File: src/verilog/mfps_pkg.sv
/*
  Package for the motor fault protection sequencer: register map, field
  positions, reset values, timing constants and carrier structs.
  Assumes a 100 MHz system clock.
*/
`default_nettype none
package mfps_pkg;
  localparam int CLK_FREQ_HZ = 100000000;
  localparam int LOCK_TIME_MS = 500;
  localparam int AUTO_TIME_MS = 5000;
  localparam int LOCK_CYC = LOCK_TIME_MS * (CLK_FREQ_HZ / 1000);
  localparam int AUTO_CYC = AUTO_TIME_MS * (CLK_FREQ_HZ / 1000);
  localparam logic [2:0] FAST_CYCLES = 3'h5;
  localparam int PERIOD_W = 32;
  localparam int PIN_W = 7;

  localparam logic [7:0] REG_CTRL = 8'h00;
  localparam logic [7:0] REG_STATUS = 8'h04;
  localparam logic [7:0] REG_CLEAR = 8'h08;
  localparam logic [7:0] REG_ENABLE = 8'h0C;
  localparam logic [7:0] REG_STATE = 8'h10;
  localparam logic [7:0] REG_PERIOD = 8'h14;

  localparam int EV_W = 6;
  localparam int EV_UV = 0;
  localparam int EV_OV = 1;
  localparam int EV_OC = 2;
  localparam int EV_OT = 3;
  localparam int EV_LOCK = 4;
  localparam int EV_UNLOCK = 5;

  localparam logic CTRL_DRIVE_RST = 1'b1;
  localparam logic [EV_W-1:0] ENABLE_RST = 6'h00;
  localparam logic STARTUP_RST = 1'b1;

  typedef struct packed {
    logic uv;
    logic ov;
    logic oc;
    logic ot;
  } mfps_fault_t;

  typedef struct packed {
    logic hall;
    logic sleep_active;
    logic standby;
    mfps_fault_t flt;
  } mfps_pins_t;

  typedef struct packed {
    logic [2:0] hs;
    logic [2:0] ls;
  } mfps_bridge_t;
endpackage
`default_nettype wire

File: src/verilog/mfps_top.sv
/*
  Motor fault protection sequencer: fault gating of the bridge outputs,
  locked-rotor detect and release, start-up mode, Avalon-MM registers and
  interrupt. Assumes comparator flags and sensor pins asynchronous, normal
  drive pattern from a PWM generator on the same clock.
*/
// Contract
// - Declare locked rotor when sensor period reaches half a second.
// - Cancel lock five seconds after speed command leaves standby.
// - Release lock after five consecutive sensor cycles at 2 Hz or faster.
// - Release lock on sleep-to-active transition or power reapplied.
// - Locked rotor: high sides off, low sides on.
// - Overvoltage flag set: high sides off, low sides on.
// - Overcurrent: high sides off, low sides on, release when it clears.
// - Over-temperature flag: all phase switches off until released.
// - Drive pattern uses duration of previous sensor cycle.
// - Re-enter start-up after sleep wake, or standby command once stopped.
`timescale 1ns/1ps
`default_nettype none
module mfps_top import mfps_pkg::*; #(
  parameter int unsigned LOCK_CYCLES = LOCK_CYC,
  parameter int unsigned AUTO_CYCLES = AUTO_CYC
) (
  input wire logic clk_sys_in,
  input wire logic sys_rst_in,
  input wire logic hall_in,
  input wire logic sleep_active_in,
  input wire logic speed_command_standby_in,
  input wire logic undervoltage_lockout_in,
  input wire logic overvoltage_lockout_in,
  input wire logic current_sense_in,
  input wire logic over_temp_in,
  input wire logic [2:0] drive_hs_in,
  input wire logic [2:0] drive_ls_in,
  input wire logic [7:0] avs_address_in,
  input wire logic avs_read_in,
  input wire logic avs_write_in,
  input wire logic [31:0] avs_writedata_in,
  input wire logic [3:0] avs_byteenable_in,
  output logic [31:0] avs_readdata_out,
  output logic avs_waitrequest_out,
  output logic [2:0] hs_on_out,
  output logic [2:0] ls_on_out,
  output logic lock_out,
  output logic startup_mode_out,
  output logic [PERIOD_W-1:0] energize_period_out,
  output logic irq_out
);
  localparam logic [31:0] AUTO_LIM = 32'(AUTO_CYCLES);

  mfps_pins_t pins_raw, pins;
  logic [PIN_W-1:0] pins_sync;
  logic hall_edge, hall_fast, stalled;
  logic [PERIOD_W-1:0] meas_period;

  assign pins_raw = '{hall: hall_in, sleep_active: sleep_active_in,
    standby: speed_command_standby_in,
    flt: '{uv: undervoltage_lockout_in, ov: overvoltage_lockout_in,
           oc: current_sense_in, ot: over_temp_in}};
  assign pins = mfps_pins_t'(pins_sync);

  mfps_sync #(.W(PIN_W)) u_sync (
    .clk_sys_in(clk_sys_in),
    .sys_rst_in(sys_rst_in),
    .sig_in(pins_raw),
    .sig_out(pins_sync)
  );

  mfps_period_timer #(.LIMIT(LOCK_CYCLES)) u_timer (
    .clk_sys_in(clk_sys_in),
    .sys_rst_in(sys_rst_in),
    .hall_in(pins.hall),
    .edge_out(hall_edge),
    .fast_out(hall_fast),
    .stalled_out(stalled),
    .period_out(meas_period)
  );

  // Sleep wake edge and fault edge detection
  logic sleep_prev_q, sleep_prev_d;
  mfps_fault_t flt_prev_q, flt_prev_d;
  logic sleep_rise;

  assign sleep_rise = pins.sleep_active & ~sleep_prev_q;

  always_comb begin
    sleep_prev_d = pins.sleep_active;
    flt_prev_d = pins.flt;
  end

  always_ff @(posedge clk_sys_in) begin
    if (sys_rst_in) begin
      sleep_prev_q <= 1'b0;
      flt_prev_q <= '0;
    end else begin
      sleep_prev_q <= sleep_prev_d;
      flt_prev_q <= flt_prev_d;
    end
  end

  // Locked-rotor sequencer
  logic lock_q, lock_d;
  logic startup_q, startup_d;
  logic [2:0] fast_cnt_q, fast_cnt_d;
  logic [31:0] auto_cnt_q, auto_cnt_d;
  logic can_lock, fast_release, auto_release, lock_set, lock_clr;

  assign can_lock = pins.sleep_active & ~pins.standby;
  assign fast_release = hall_fast & (fast_cnt_q == FAST_CYCLES - 3'h1);
  assign auto_release = ~pins.standby & (auto_cnt_q == AUTO_LIM - 32'h1);
  assign lock_clr = lock_q & (fast_release | auto_release | sleep_rise);
  assign lock_set = ~lock_q & stalled & can_lock & ~sleep_rise;

  always_comb begin
    lock_d = lock_q;
    startup_d = startup_q;
    fast_cnt_d = fast_cnt_q;
    auto_cnt_d = auto_cnt_q;
    if (stalled || (hall_edge && !hall_fast)) begin
      fast_cnt_d = 3'h0;
    end else if (hall_fast) begin
      fast_cnt_d = fast_release ? 3'h0 : fast_cnt_q + 3'h1;
    end
    if (lock_set) begin
      lock_d = 1'b1;
    end else if (lock_clr) begin
      lock_d = 1'b0;
    end
    if (!lock_q || pins.standby || auto_release) begin
      auto_cnt_d = 32'h0;
    end else begin
      auto_cnt_d = auto_cnt_q + 32'h1;
    end
    if (sleep_rise || (pins.standby && stalled)) begin
      startup_d = 1'b1;
    end else if (fast_release) begin
      startup_d = 1'b0;
    end
  end

  always_ff @(posedge clk_sys_in) begin
    if (sys_rst_in) begin
      lock_q <= 1'b0;
      startup_q <= STARTUP_RST;
      fast_cnt_q <= 3'h0;
      auto_cnt_q <= 32'h0;
    end else begin
      lock_q <= lock_d;
      startup_q <= startup_d;
      fast_cnt_q <= fast_cnt_d;
      auto_cnt_q <= auto_cnt_d;
    end
  end

  // Bridge output gating
  logic drive_en_q, drive_en_d;
  logic all_off, brake;
  mfps_bridge_t bridge_q, bridge_d;
  logic [PERIOD_W-1:0] period_q, period_d;

  assign all_off = pins.flt.uv | pins.flt.ot | ~pins.sleep_active | ~drive_en_q;
  assign brake = lock_q | pins.flt.ov | pins.flt.oc;

  always_comb begin
    period_d = meas_period;
    if (all_off) begin
      bridge_d = '{hs: 3'h0, ls: 3'h0};
    end else if (brake) begin
      bridge_d = '{hs: 3'h0, ls: 3'h7};
    end else begin
      bridge_d = '{hs: drive_hs_in, ls: drive_ls_in};
    end
  end

  always_ff @(posedge clk_sys_in) begin
    if (sys_rst_in) begin
      bridge_q <= '0;
      period_q <= '0;
    end else begin
      bridge_q <= bridge_d;
      period_q <= period_d;
    end
  end

  // Avalon-MM slave, one wait cycle per access
  logic wait_q, wait_d;
  logic [31:0] rdata_q, rdata_d;
  logic [EV_W-1:0] status_q, status_d, enable_q, enable_d, events;
  logic irq_q, irq_d;
  logic [31:0] be_mask;
  logic wr_go;

  assign be_mask = {{8{avs_byteenable_in[3]}}, {8{avs_byteenable_in[2]}},
    {8{avs_byteenable_in[1]}}, {8{avs_byteenable_in[0]}}};
  assign wr_go = avs_write_in & ~wait_q;
  assign events[EV_UV] = pins.flt.uv & ~flt_prev_q.uv;
  assign events[EV_OV] = pins.flt.ov & ~flt_prev_q.ov;
  assign events[EV_OC] = pins.flt.oc & ~flt_prev_q.oc;
  assign events[EV_OT] = pins.flt.ot & ~flt_prev_q.ot;
  assign events[EV_LOCK] = lock_set;
  assign events[EV_UNLOCK] = lock_clr;

  always_comb begin
    wait_d = ~((avs_read_in | avs_write_in) & wait_q);
    drive_en_d = drive_en_q;
    enable_d = enable_q;
    status_d = status_q;
    rdata_d = rdata_q;
    if (wr_go && avs_address_in == REG_CTRL && avs_byteenable_in[0]) begin
      drive_en_d = avs_writedata_in[0];
    end
    if (wr_go && avs_address_in == REG_ENABLE) begin
      enable_d = (enable_q & ~be_mask[EV_W-1:0]) | (avs_writedata_in[EV_W-1:0] & be_mask[EV_W-1:0]);
    end
    if (wr_go && avs_address_in == REG_CLEAR) begin
      status_d = status_q & ~(avs_writedata_in[EV_W-1:0] & be_mask[EV_W-1:0]);
    end
    status_d = status_d | events;
    if (avs_read_in && wait_q) begin
      case (avs_address_in)
        REG_CTRL: rdata_d = {31'h0, drive_en_q};
        REG_STATUS: rdata_d = {26'h0, status_q};
        REG_ENABLE: rdata_d = {26'h0, enable_q};
        REG_STATE: rdata_d = {24'h0, pins.sleep_active, pins.standby, startup_q, lock_q,
          pins.flt.ot, pins.flt.oc, pins.flt.ov, pins.flt.uv};
        REG_PERIOD: rdata_d = period_q;
        default: rdata_d = 32'h0;
      endcase
    end
    irq_d = |(status_d & enable_d);
  end

  always_ff @(posedge clk_sys_in) begin
    if (sys_rst_in) begin
      wait_q <= 1'b1;
      rdata_q <= 32'h0;
      drive_en_q <= CTRL_DRIVE_RST;
      enable_q <= ENABLE_RST;
      status_q <= '0;
      irq_q <= 1'b0;
    end else begin
      wait_q <= wait_d;
      rdata_q <= rdata_d;
      drive_en_q <= drive_en_d;
      enable_q <= enable_d;
      status_q <= status_d;
      irq_q <= irq_d;
    end
  end

  assign avs_readdata_out = rdata_q;
  assign avs_waitrequest_out = wait_q;
  assign hs_on_out = bridge_q.hs;
  assign ls_on_out = bridge_q.ls;
  assign lock_out = lock_q;
  assign startup_mode_out = startup_q;
  assign energize_period_out = period_q;
  assign irq_out = irq_q;
endmodule
`default_nettype wire

File: src/verilog/mfps_sync.sv
/*
  Two flip-flop synchroniser bank, one stage pair per bit.
  Assumes asynchronous pin levels on sig_in.
*/
`timescale 1ns/1ps
`default_nettype none
module mfps_sync import mfps_pkg::*; #(
  parameter int W = PIN_W
) (
  input wire logic clk_sys_in,
  input wire logic sys_rst_in,
  input wire logic [W-1:0] sig_in,
  output logic [W-1:0] sig_out
);
  logic [W-1:0] meta_q;
  logic [W-1:0] sync_q;

  genvar i;
  generate
    for (i = 0; i < W; i++) begin : g_bit
      always_ff @(posedge clk_sys_in) begin
        if (sys_rst_in) begin
          meta_q[i] <= 1'b0;
          sync_q[i] <= 1'b0;
        end else begin
          meta_q[i] <= sig_in[i];
          sync_q[i] <= meta_q[i];
        end
      end
    end
  endgenerate

  assign sig_out = sync_q;
endmodule
`default_nettype wire

File: src/verilog/mfps_period_timer.sv
/*
  Position sensor period timer: rising edge detect, saturating cycle count,
  last full period capture, stall and fast-edge flags.
  Assumes a synchronised sensor level on the system clock.
*/
`timescale 1ns/1ps
`default_nettype none
module mfps_period_timer import mfps_pkg::*; #(
  parameter int unsigned LIMIT = LOCK_CYC
) (
  input wire logic clk_sys_in,
  input wire logic sys_rst_in,
  input wire logic hall_in,
  output logic edge_out,
  output logic fast_out,
  output logic stalled_out,
  output logic [PERIOD_W-1:0] period_out
);
  localparam logic [PERIOD_W-1:0] LIM = PERIOD_W'(LIMIT);
  logic prev_q, prev_d;
  logic [PERIOD_W-1:0] cnt_q, cnt_d;
  logic [PERIOD_W-1:0] last_q, last_d;

  assign edge_out = hall_in & ~prev_q;
  assign stalled_out = (cnt_q >= LIM - 1'b1);
  assign fast_out = edge_out & (cnt_q < LIM - 1'b1);
  assign period_out = last_q;

  always_comb begin
    prev_d = hall_in;
    cnt_d = cnt_q;
    last_d = last_q;
    if (edge_out) begin
      last_d = cnt_q + 1'b1;
      cnt_d = '0;
    end else if (cnt_q < LIM) begin
      cnt_d = cnt_q + 1'b1;
    end
  end

  always_ff @(posedge clk_sys_in) begin
    if (sys_rst_in) begin
      prev_q <= 1'b0;
      cnt_q <= '0;
      last_q <= '0;
    end else begin
      prev_q <= prev_d;
      cnt_q <= cnt_d;
      last_q <= last_d;
    end
  end
endmodule
`default_nettype wire

File: config.mk
export PLATFORM = sky130hd
export DESIGN_NAME = mfps_top
export DESIGN_NICKNAME = d
export VERILOG_FILES = /design/src/verilog/mfps_pkg.sv /design/src/verilog/mfps_top.sv /design/src/verilog/mfps_sync.sv /design/src/verilog/mfps_period_timer.sv
export SDC_FILE = /design/constraint.sdc
export NUM_CORES = 1
export LEC_CHECK = 0
export BUFFER_PORTS_ARGS = -buffer_cell sky130_fd_sc_hd__buf_2
export CAP_MARGIN = 20
export CORE_AREA = 2 2 181 130
export CTS_CLUSTER_SIZE = 14
export DETAILED_ROUTE_END_ITERATION = 6
export DIE_AREA = 0 0 183 132
export GPL_TIMING_DRIVEN = 0
export HOLD_SLACK_MARGIN = 0.15
export PLACE_DENSITY = 0.64
export SETUP_SLACK_MARGIN = 0.3
export SYNTH_ARGS = -nofsm -noshare
export SYNTH_HDL_FRONTEND = slang
export SYNTH_HIERARCHICAL = 1
export SYNTH_SLANG_ARGS = --single-unit
File: constraint.sdc
create_clock -name clk_sys_in -period 6.9 [get_ports clk_sys_in]
set_input_delay 1.38 -clock clk_sys_in [delete_from_list [all_inputs] [get_ports clk_sys_in]]
set_output_delay 1.38 -clock clk_sys_in [all_outputs]
set_load 0.05 [all_outputs]
==> run_results.csv, run 1 <==
group,metric,value,unit
run_status,status,"finished, final reports clean",
drt,drt-total-wl,21800,µm
sta,clock.fmax,293,MHz
global_routing,grt_pass1_wl,34700,µm
critical_path,path_delay_family,"simple AND/OR/NAND/NOR gates",
floorplanning,die_h,132,µm
pwr,p_seq_frac,0.496,
floorplanning,initial_core_util,0.395,
sta,worst_slew_pin_slew,0.799,ns
pwr,power.density,238,mW/mm²
yosys,syn_area,0.00883,mm²
clocking,cts_sinks,206,
final_layout,register_area,0.00412,mm²
drt,drc,0,
critical_path,r2r-end,"irq_out$_SDFF_PP0_",
critical_path,cp.arrival,3.75,ns
final_layout,nets,1120,
floorplanning,die_x,183,µm
drt,wl_met1,11200,µm
critical_path,crit_type,"primary input to flip-flop",
floorplanning,rows,46,
global_routing,antenna_found_initial,0,
final_layout,area_growth,17.7,%
critical_path,end_kind,"flip-flop",
clocking,post-cts-setup-buffer-count,0,
drt,drt_iter0_drc,479,
sta,relSlewSlack,0.467,
final_layout,antenna_cells,0,
sta,final_hold_viol_count,0,
yosys,synthDistinctLibCells,66,
clocking,clock_latency,0.51,ns
critical_path,cp_max_fo,6,
final_layout,instances_no_fill,1355,
placement,dp_hpwl,16200,µm
yosys,yosysMostFrequentCell,"dfxtp_1",
yosys,syn-mean-instance-area,9.54,µm²
sta,setup_viol,0,
sta,finalClockSkew,0.0124,ns
global_routing,track_usage,0.174,
global_routing,grt-ovfl-total,0,
drt,wl_per_cell,16.1,µm
drt,route.vias.total,7063,
pwr,p_sw,0.000570,W
drt,wl_met2,8610,µm
sta,maxSlewViolCount,0,
sta,final.setup.tns,0,ns
floorplanning,core_area,0.0223,mm²
critical_path,slowest_delay,0.55,ns
sta,fin_crit,3.41,ns
yosys,yosys.area.top_type,"dfxtp_1",
pwr,power_leakage,3.95,nW
placement,io_buffers,105,
pwr,pwr-share-comb,0.054,
critical_path,r2r_slack,3.53,ns
min_path,hp-start,"u_sync/meta_q[6]$_SDFF_PP0_",
critical_path,r2r_start,"u_timer/cnt_q[26]$_SDFFE_PP0N_",
clocking,tritoncts,"done",
sta,setup_slack,3.49,ns
sta,grt_setup_unrepaired,"false",
critical_path,path_depth,7,
clocking,htree_levels,1,
placement,place_area,0.00972,mm²
critical_path,required,7.24,ns
yosys,synth-edff-count,0,
drt,routed-wl-met3,1660,µm
clocking,root_buffer,"clkbuf_16",
min_path,hold_depth,1,
yosys,synth_fp_nets,991,
critical_path,start_kind,"primary input",
clocking,cts_resized,0,
pwr,peakVddDrop,0.135,mV
clocking,cts_made_buffers,22,
global_routing,grt_max_degree,14,
drt,highest_layer,"met5",
clocking,cts_buffer_depth,3,
sta,period_share,0.494,
yosys,netlist_top_cells_count,"206 x dfxtp_1, 102 x nor2_1, 38 x nor2b_1, 38 x xnor2_1, 37 x nand2_1",
critical_path,cp_cell_sequence,"buf_2, or4_4, buf_6, nor4_4, mux2_2, a222oi_1, a41oi_1",
placement,placed_cells,1319,
critical_path,crit_start,"avs_address_in[0]",
critical_path,cpMaxStageDelayCell,"nor4_4",
yosys,async_reset_ff_frac,0,
pwr,clkPwrFrac,0.450,
global_routing,grt_pass1_vias,6558,
drt,vias_per_cell,5.21,
pwr,power.internal,0.00191,W
min_path,whs_endpoint,"u_sync/sig_out[6]$_SDFF_PP0_",
yosys,synth-main-ff-cell,"dfxtp_1",
critical_path,reg2reg_depth,9,
yosys,synth_top_area_frac,0.467,
final_layout,multi_input_area,0.00431,mm²
final_layout,num-fill-cells,2155,
yosys,synth_cells,926,
min_path,hold_path.class,"flip-flop to flip-flop",
floorplanning,die_area,0.0242,mm²
drt,dr.pass1.iters,5,
clocking,clkTransAtPathRegs,0.06,ns
final_layout,drive_above_1_share,0.221,
yosys,synth_seq_area_share,0.467,
critical_path,path_buf_inv,2,
final_layout,final_cell_area,0.0104,mm²
placement,dp_slack,2.98,ns
yosys,ys_ff_latch,206,
drt,ant_nets,0,
pwr,p_sw_frac,0.230,
yosys,yosys_warnings,6,
run,maxCapViolations,0,
yosys,synth_area_leaders,"dfxtp_1 47%, nor2_1 4.3%, xnor2_1 3.8%",
floorplanning,io_pins,135,
clocking,hold_buffers,0,
placement,place_congestion,0.884,
-- kinds of logic (layout without fill, tap and decap cells) --
kind of cell | after synthesis | in the layout | synth area share
AO/OA/AOI/OAI | 148 | 148 | 0.130
XOR/XNOR | 59 | 59 | 0.0585
adder cells (fa/ha/maj) | 4 | 4 | 0.00567
buffers and inverters | 79 | 220 | 0.0449
flip-flops | 206 | 206 | 0.467
multiplexers | 25 | 25 | 0.0289
AND/OR/NAND/NOR | 405 | 405 | 0.265
-- power groups by stage --
stage	combinational (W)	sequential (W)	clock, W
5_1_grt	0.000146	0.00123	0.00119
3_5_place_dp	0.000133	0.00125	0
6_report	0.000134	0.00123	0.00111
3_3_place_gp	0.000131	0.00125	0
2_1_floorplan	0.0000703	0.00127	0
4_1_cts	0.000134	0.00123	0.00114
-- state kept, by name (all words and copies together) (netlist names), 3 cells and up --
name and flops:
u_timer/cnt_q 32, enable_q 6, fast_cnt_q 3, hs_on_out 3
u_timer/period_out 32, energize_period_out 32, u_sync/meta_q 7, status_q 6
ls_on_out 3, flt_prev_q 4, auto_cnt_q 32, avs_readdata_out 32
u_sync/sig_out 7
-- worst max-delay path by stage --
| stage | end | slack (ns) |
|---|---|---|
| finish | irq_out$_SDFF_PP0_ | 3.49 |
| global route | irq_out$_SDFF_PP0_ | 3.25 |
| CTS | irq_out$_SDFF_PP0_ | 3.52 |
| detailed placement | irq_out$_SDFF_PP0_ | 2.98 |
| global placement | irq_out$_SDFF_PP0_ | 3.00 |
| floorplan | irq_out$_SDFF_PP0_ | 3.47 |
-- cells in the final DEF, fill, tap and decap left out, drive strengths merged, types with 23 or more instances in the layout --
cell type,Yosys,layout
nor2,127,127
and3,23,23
clkbuf,32,65
nand2,37,37
a211oi,29,29
a22oi,29,29
nor2b,48,48
xnor2,38,38
dfxtp,206,206
a21oi,29,29
buf,26,131
nand3,34,34
nand4,25,25
-- per-layer routing --
metal  up-vias  GRT usage
li1       3553          -
met1      3235      0.266
met2       244      0.251
met3        29     0.0343
met4         2     0.0382
met5         -          0
-- final cells by class --
type | instances | area share
buffer | 58 | 0.0306
clock buffer | 33 | 0.0627
clock inverter | 3 | 0.00277
inverter | 21 | 0.00758
multi-input combinational | 641 | 0.415
sequential | 206 | 0.397
tap | 288 | 0.0347
timing repair buffer | 105 | 0.0505
-- metrics by stage --
step                power, W   util  hold WS, ns
floorplan            0.00134      -        0.411
global placement     0.00139  0.435        0.419
detailed placement   0.00139  0.435        0.422
CTS                  0.00250  0.466        0.437
global route         0.00256  0.466        0.463
finish               0.00248  0.466        0.433
Note: power is estimated with default switching activity, not from simulation.
==> run 2: changes to the inputs <==
Clock period 6.9 ns to 3.42 ns, I/O delays scaled along.
==> run_results.csv, run 2 (synthesized netlist as in run 1, its figures left out) <==
group,metric,value,unit
drt,wl_per_cell,16.1,µm
sta,grt_setup_unrepaired,"false",
drt,dr.pass1.iters,6,
floorplanning,die_area,0.0242,mm²
critical_path,cp_cell_sequence,"ha_2, and3_1, nand3_1, o21a_1, o21ai_2, nor2_1, nand3_1, a21oi_1, o31ai_1, a41oi_1",
min_path,whs_endpoint,"u_sync/meta_q[0]$_SDFF_PP0_",
final_layout,layout_commonest_cell,"dfxtp_1",
critical_path,path_delay_family,"compound AO/OA/AOI/OAI gates",
critical_path,cp.arrival,3.26,ns
global_routing,track_usage,0.174,
drt,vias_per_cell,5.22,
sta,period_share,0.854,
clocking,clkTransAtPathRegs,0.06,ns
sta,fin_crit,2.92,ns
run_status,status,"finished, final reports clean",
floorplanning,die_h,132,µm
placement,place_congestion,0.884,
drt,drt_iter0_drc,535,
pwr,power_leakage,3.96,nW
final_layout,antenna_cells,0,
global_routing,grt_pass1_wl,34700,µm
floorplanning,initial_core_util,0.395,
sta,clock.fmax,342,MHz
global_routing,antenna_found_initial,0,
global_routing,grt_max_degree,14,
critical_path,r2r_start,"u_timer/cnt_q[0]$_SDFFE_PP0N_",
sta,relSlewSlack,0.461,
drt,route.vias.total,7077,
critical_path,start_kind,"flip-flop",
critical_path,path_buf_inv,0,
critical_path,crit_type,"flip-flop to flip-flop",
sta,whs,0.376,ns
placement,dp_hpwl,16200,µm
clocking,root_buffer,"clkbuf_16",
sta,final.setup.tns,0,ns
clocking,clock_latency,0.51,ns
sta,finalClockSkew,0.0117,ns
clocking,post-cts-setup-buffer-count,0,
critical_path,cp_max_fo,8,
pwr,peakVddDrop,0.272,mV
final_layout,drive_above_1_share,0.224,
floorplanning,io_pins,135,
critical_path,required,3.76,ns
clocking,cts_made_buffers,22,
critical_path,reg2reg_depth,10,
sta,setup_viol,0,
drt,drc,0,
clocking,cts_sinks,206,
pwr,power.density,480,mW/mm²
run,maxCapViolations,0,
min_path,hold_path.class,"primary input to flip-flop",
global_routing,grt-ovfl-total,0,
clocking,htree_levels,1,
final_layout,area_growth,17.8,%
final_layout,nets,1120,
placement,io_buffers,105,
critical_path,cpMostUsedCell,"nand3_1",
min_path,hp-start,"over_temp_in",
min_path,hold_depth,2,
critical_path,cpMaxStageDelayCell,"dfxtp_1",
floorplanning,die_x,183,µm
sta,setup_slack,0.500,ns
critical_path,slowest_delay,0.53,ns
critical_path,end_kind,"flip-flop",
placement,place_area,0.00972,mm²
placement,dp_slack,0.132,ns
floorplanning,core_area,0.0223,mm²
sta,worst_slew_pin_slew,0.808,ns
sta,maxSlewViolCount,0,
final_layout,final_cell_area,0.0104,mm²
clocking,hold_buffers,0,
clocking,tritoncts,"done",
final_layout,final_cell_mix,"206 x dfxtp_1, 116 x buf_2, 102 x nor2_1, 38 x nor2b_1, 38 x xnor2_1",
critical_path,r2r-end,"irq_out$_SDFF_PP0_",
critical_path,r2r_slack,0.50,ns
drt,ant_nets,0,
drt,drt-total-wl,21800,µm
sta,final_hold_viol_count,0,
floorplanning,rows,46,
clocking,cts_buffer_depth,3,
global_routing,grt_pass1_vias,6563,
[run 2: changes by cell type in the layout (fill, tap and decap cells not counted)]
cell / change
clkbuf_1: -1
ha_2: +1
ha_1: -1
clkbuf_2: +1
o21ai_2: +1
o21ai_0: -1
[run 2: worst max path at each step]
stage / startpoint / to / depth (start not counted)
3_3_place_gp: u_timer/cnt_q[0]$_SDFFE_PP0N_ / irq_out$_SDFF_PP0_ / 10
4_1_cts: u_timer/cnt_q[0]$_SDFFE_PP0N_ / irq_out$_SDFF_PP0_ / 10
6_report: u_timer/cnt_q[0]$_SDFFE_PP0N_ / irq_out$_SDFF_PP0_ / 10
2_1_floorplan: avs_address_in[1] / irq_out$_SDFF_PP0_ / 6
3_5_place_dp: u_timer/cnt_q[0]$_SDFFE_PP0N_ / irq_out$_SDFF_PP0_ / 10
5_1_grt: u_timer/cnt_q[0]$_SDFFE_PP0N_ / irq_out$_SDFF_PP0_ / 10
[run 2: worst reg2reg max path: stages, from the launching register on]
cell and delay (ns):
dfxtp_1 0.53, ha_2 0.31, and3_1 0.25, nand3_1 0.23
o21a_1 0.25, o21ai_2 0.28, nor2_1 0.17, nand3_1 0.19
a21oi_1 0.11, o31ai_1 0.23, a41oi_1 0.19
[run 2: where the power goes]
part	internal [W]	switching, W	leakage [nW]	total, W
logic	0.0000876	0.000183	1.95	0.000271
clock network	0.00131	0.000934	0.331	0.00224
registers	0.00245	0.0000315	1.67	0.00248
total	0.00384	0.00115	3.96	0.00499
[run 2: metrics by stage]
| step | power, W | util | std cells |
|---|---|---|---|
| 2_1_floorplan | 0.00271 | - | 926 |
| 3_3_place_gp | 0.00280 | 0.435 | 1319 |
| 3_5_place_dp | 0.00280 | 0.435 | 1319 |
| 4_1_cts | 0.00505 | 0.466 | 1355 |
| 5_1_grt | 0.00517 | 0.466 | 1355 |
| 6_report | 0.00499 | 0.466 | 1355 |
[run 2: timing repair]
item,CTS,global route
gates cloned,0,0
setup endpoints to repair,1,1
hold endpoints to repair,0,0
gates resized for setup,2,2
[run 2: final cells by class]
cell class / count / area, µm²
plain buffers: 58 / 319
multi-input cells: 641 / 4320
clock buffers: 33 / 652
flip-flops and latches: 206 / 4120
repair buffers: 105 / 526
clock inverters: 3 / 28.8
fillers: 2155 / 11900
well taps: 288 / 360
inverters: 21 / 78.8
[run 2: metal layers]
layer / routed length (µm) / GRT usage / vias up
li1: - / - / 3546
met1: 11100 / 0.266 / 3240
met2: 8690 / 0.251 / 259
met3: 1740 / 0.0343 / 30
met4: 291 / 0.0382 / 2
met5: 6 / 0 / -
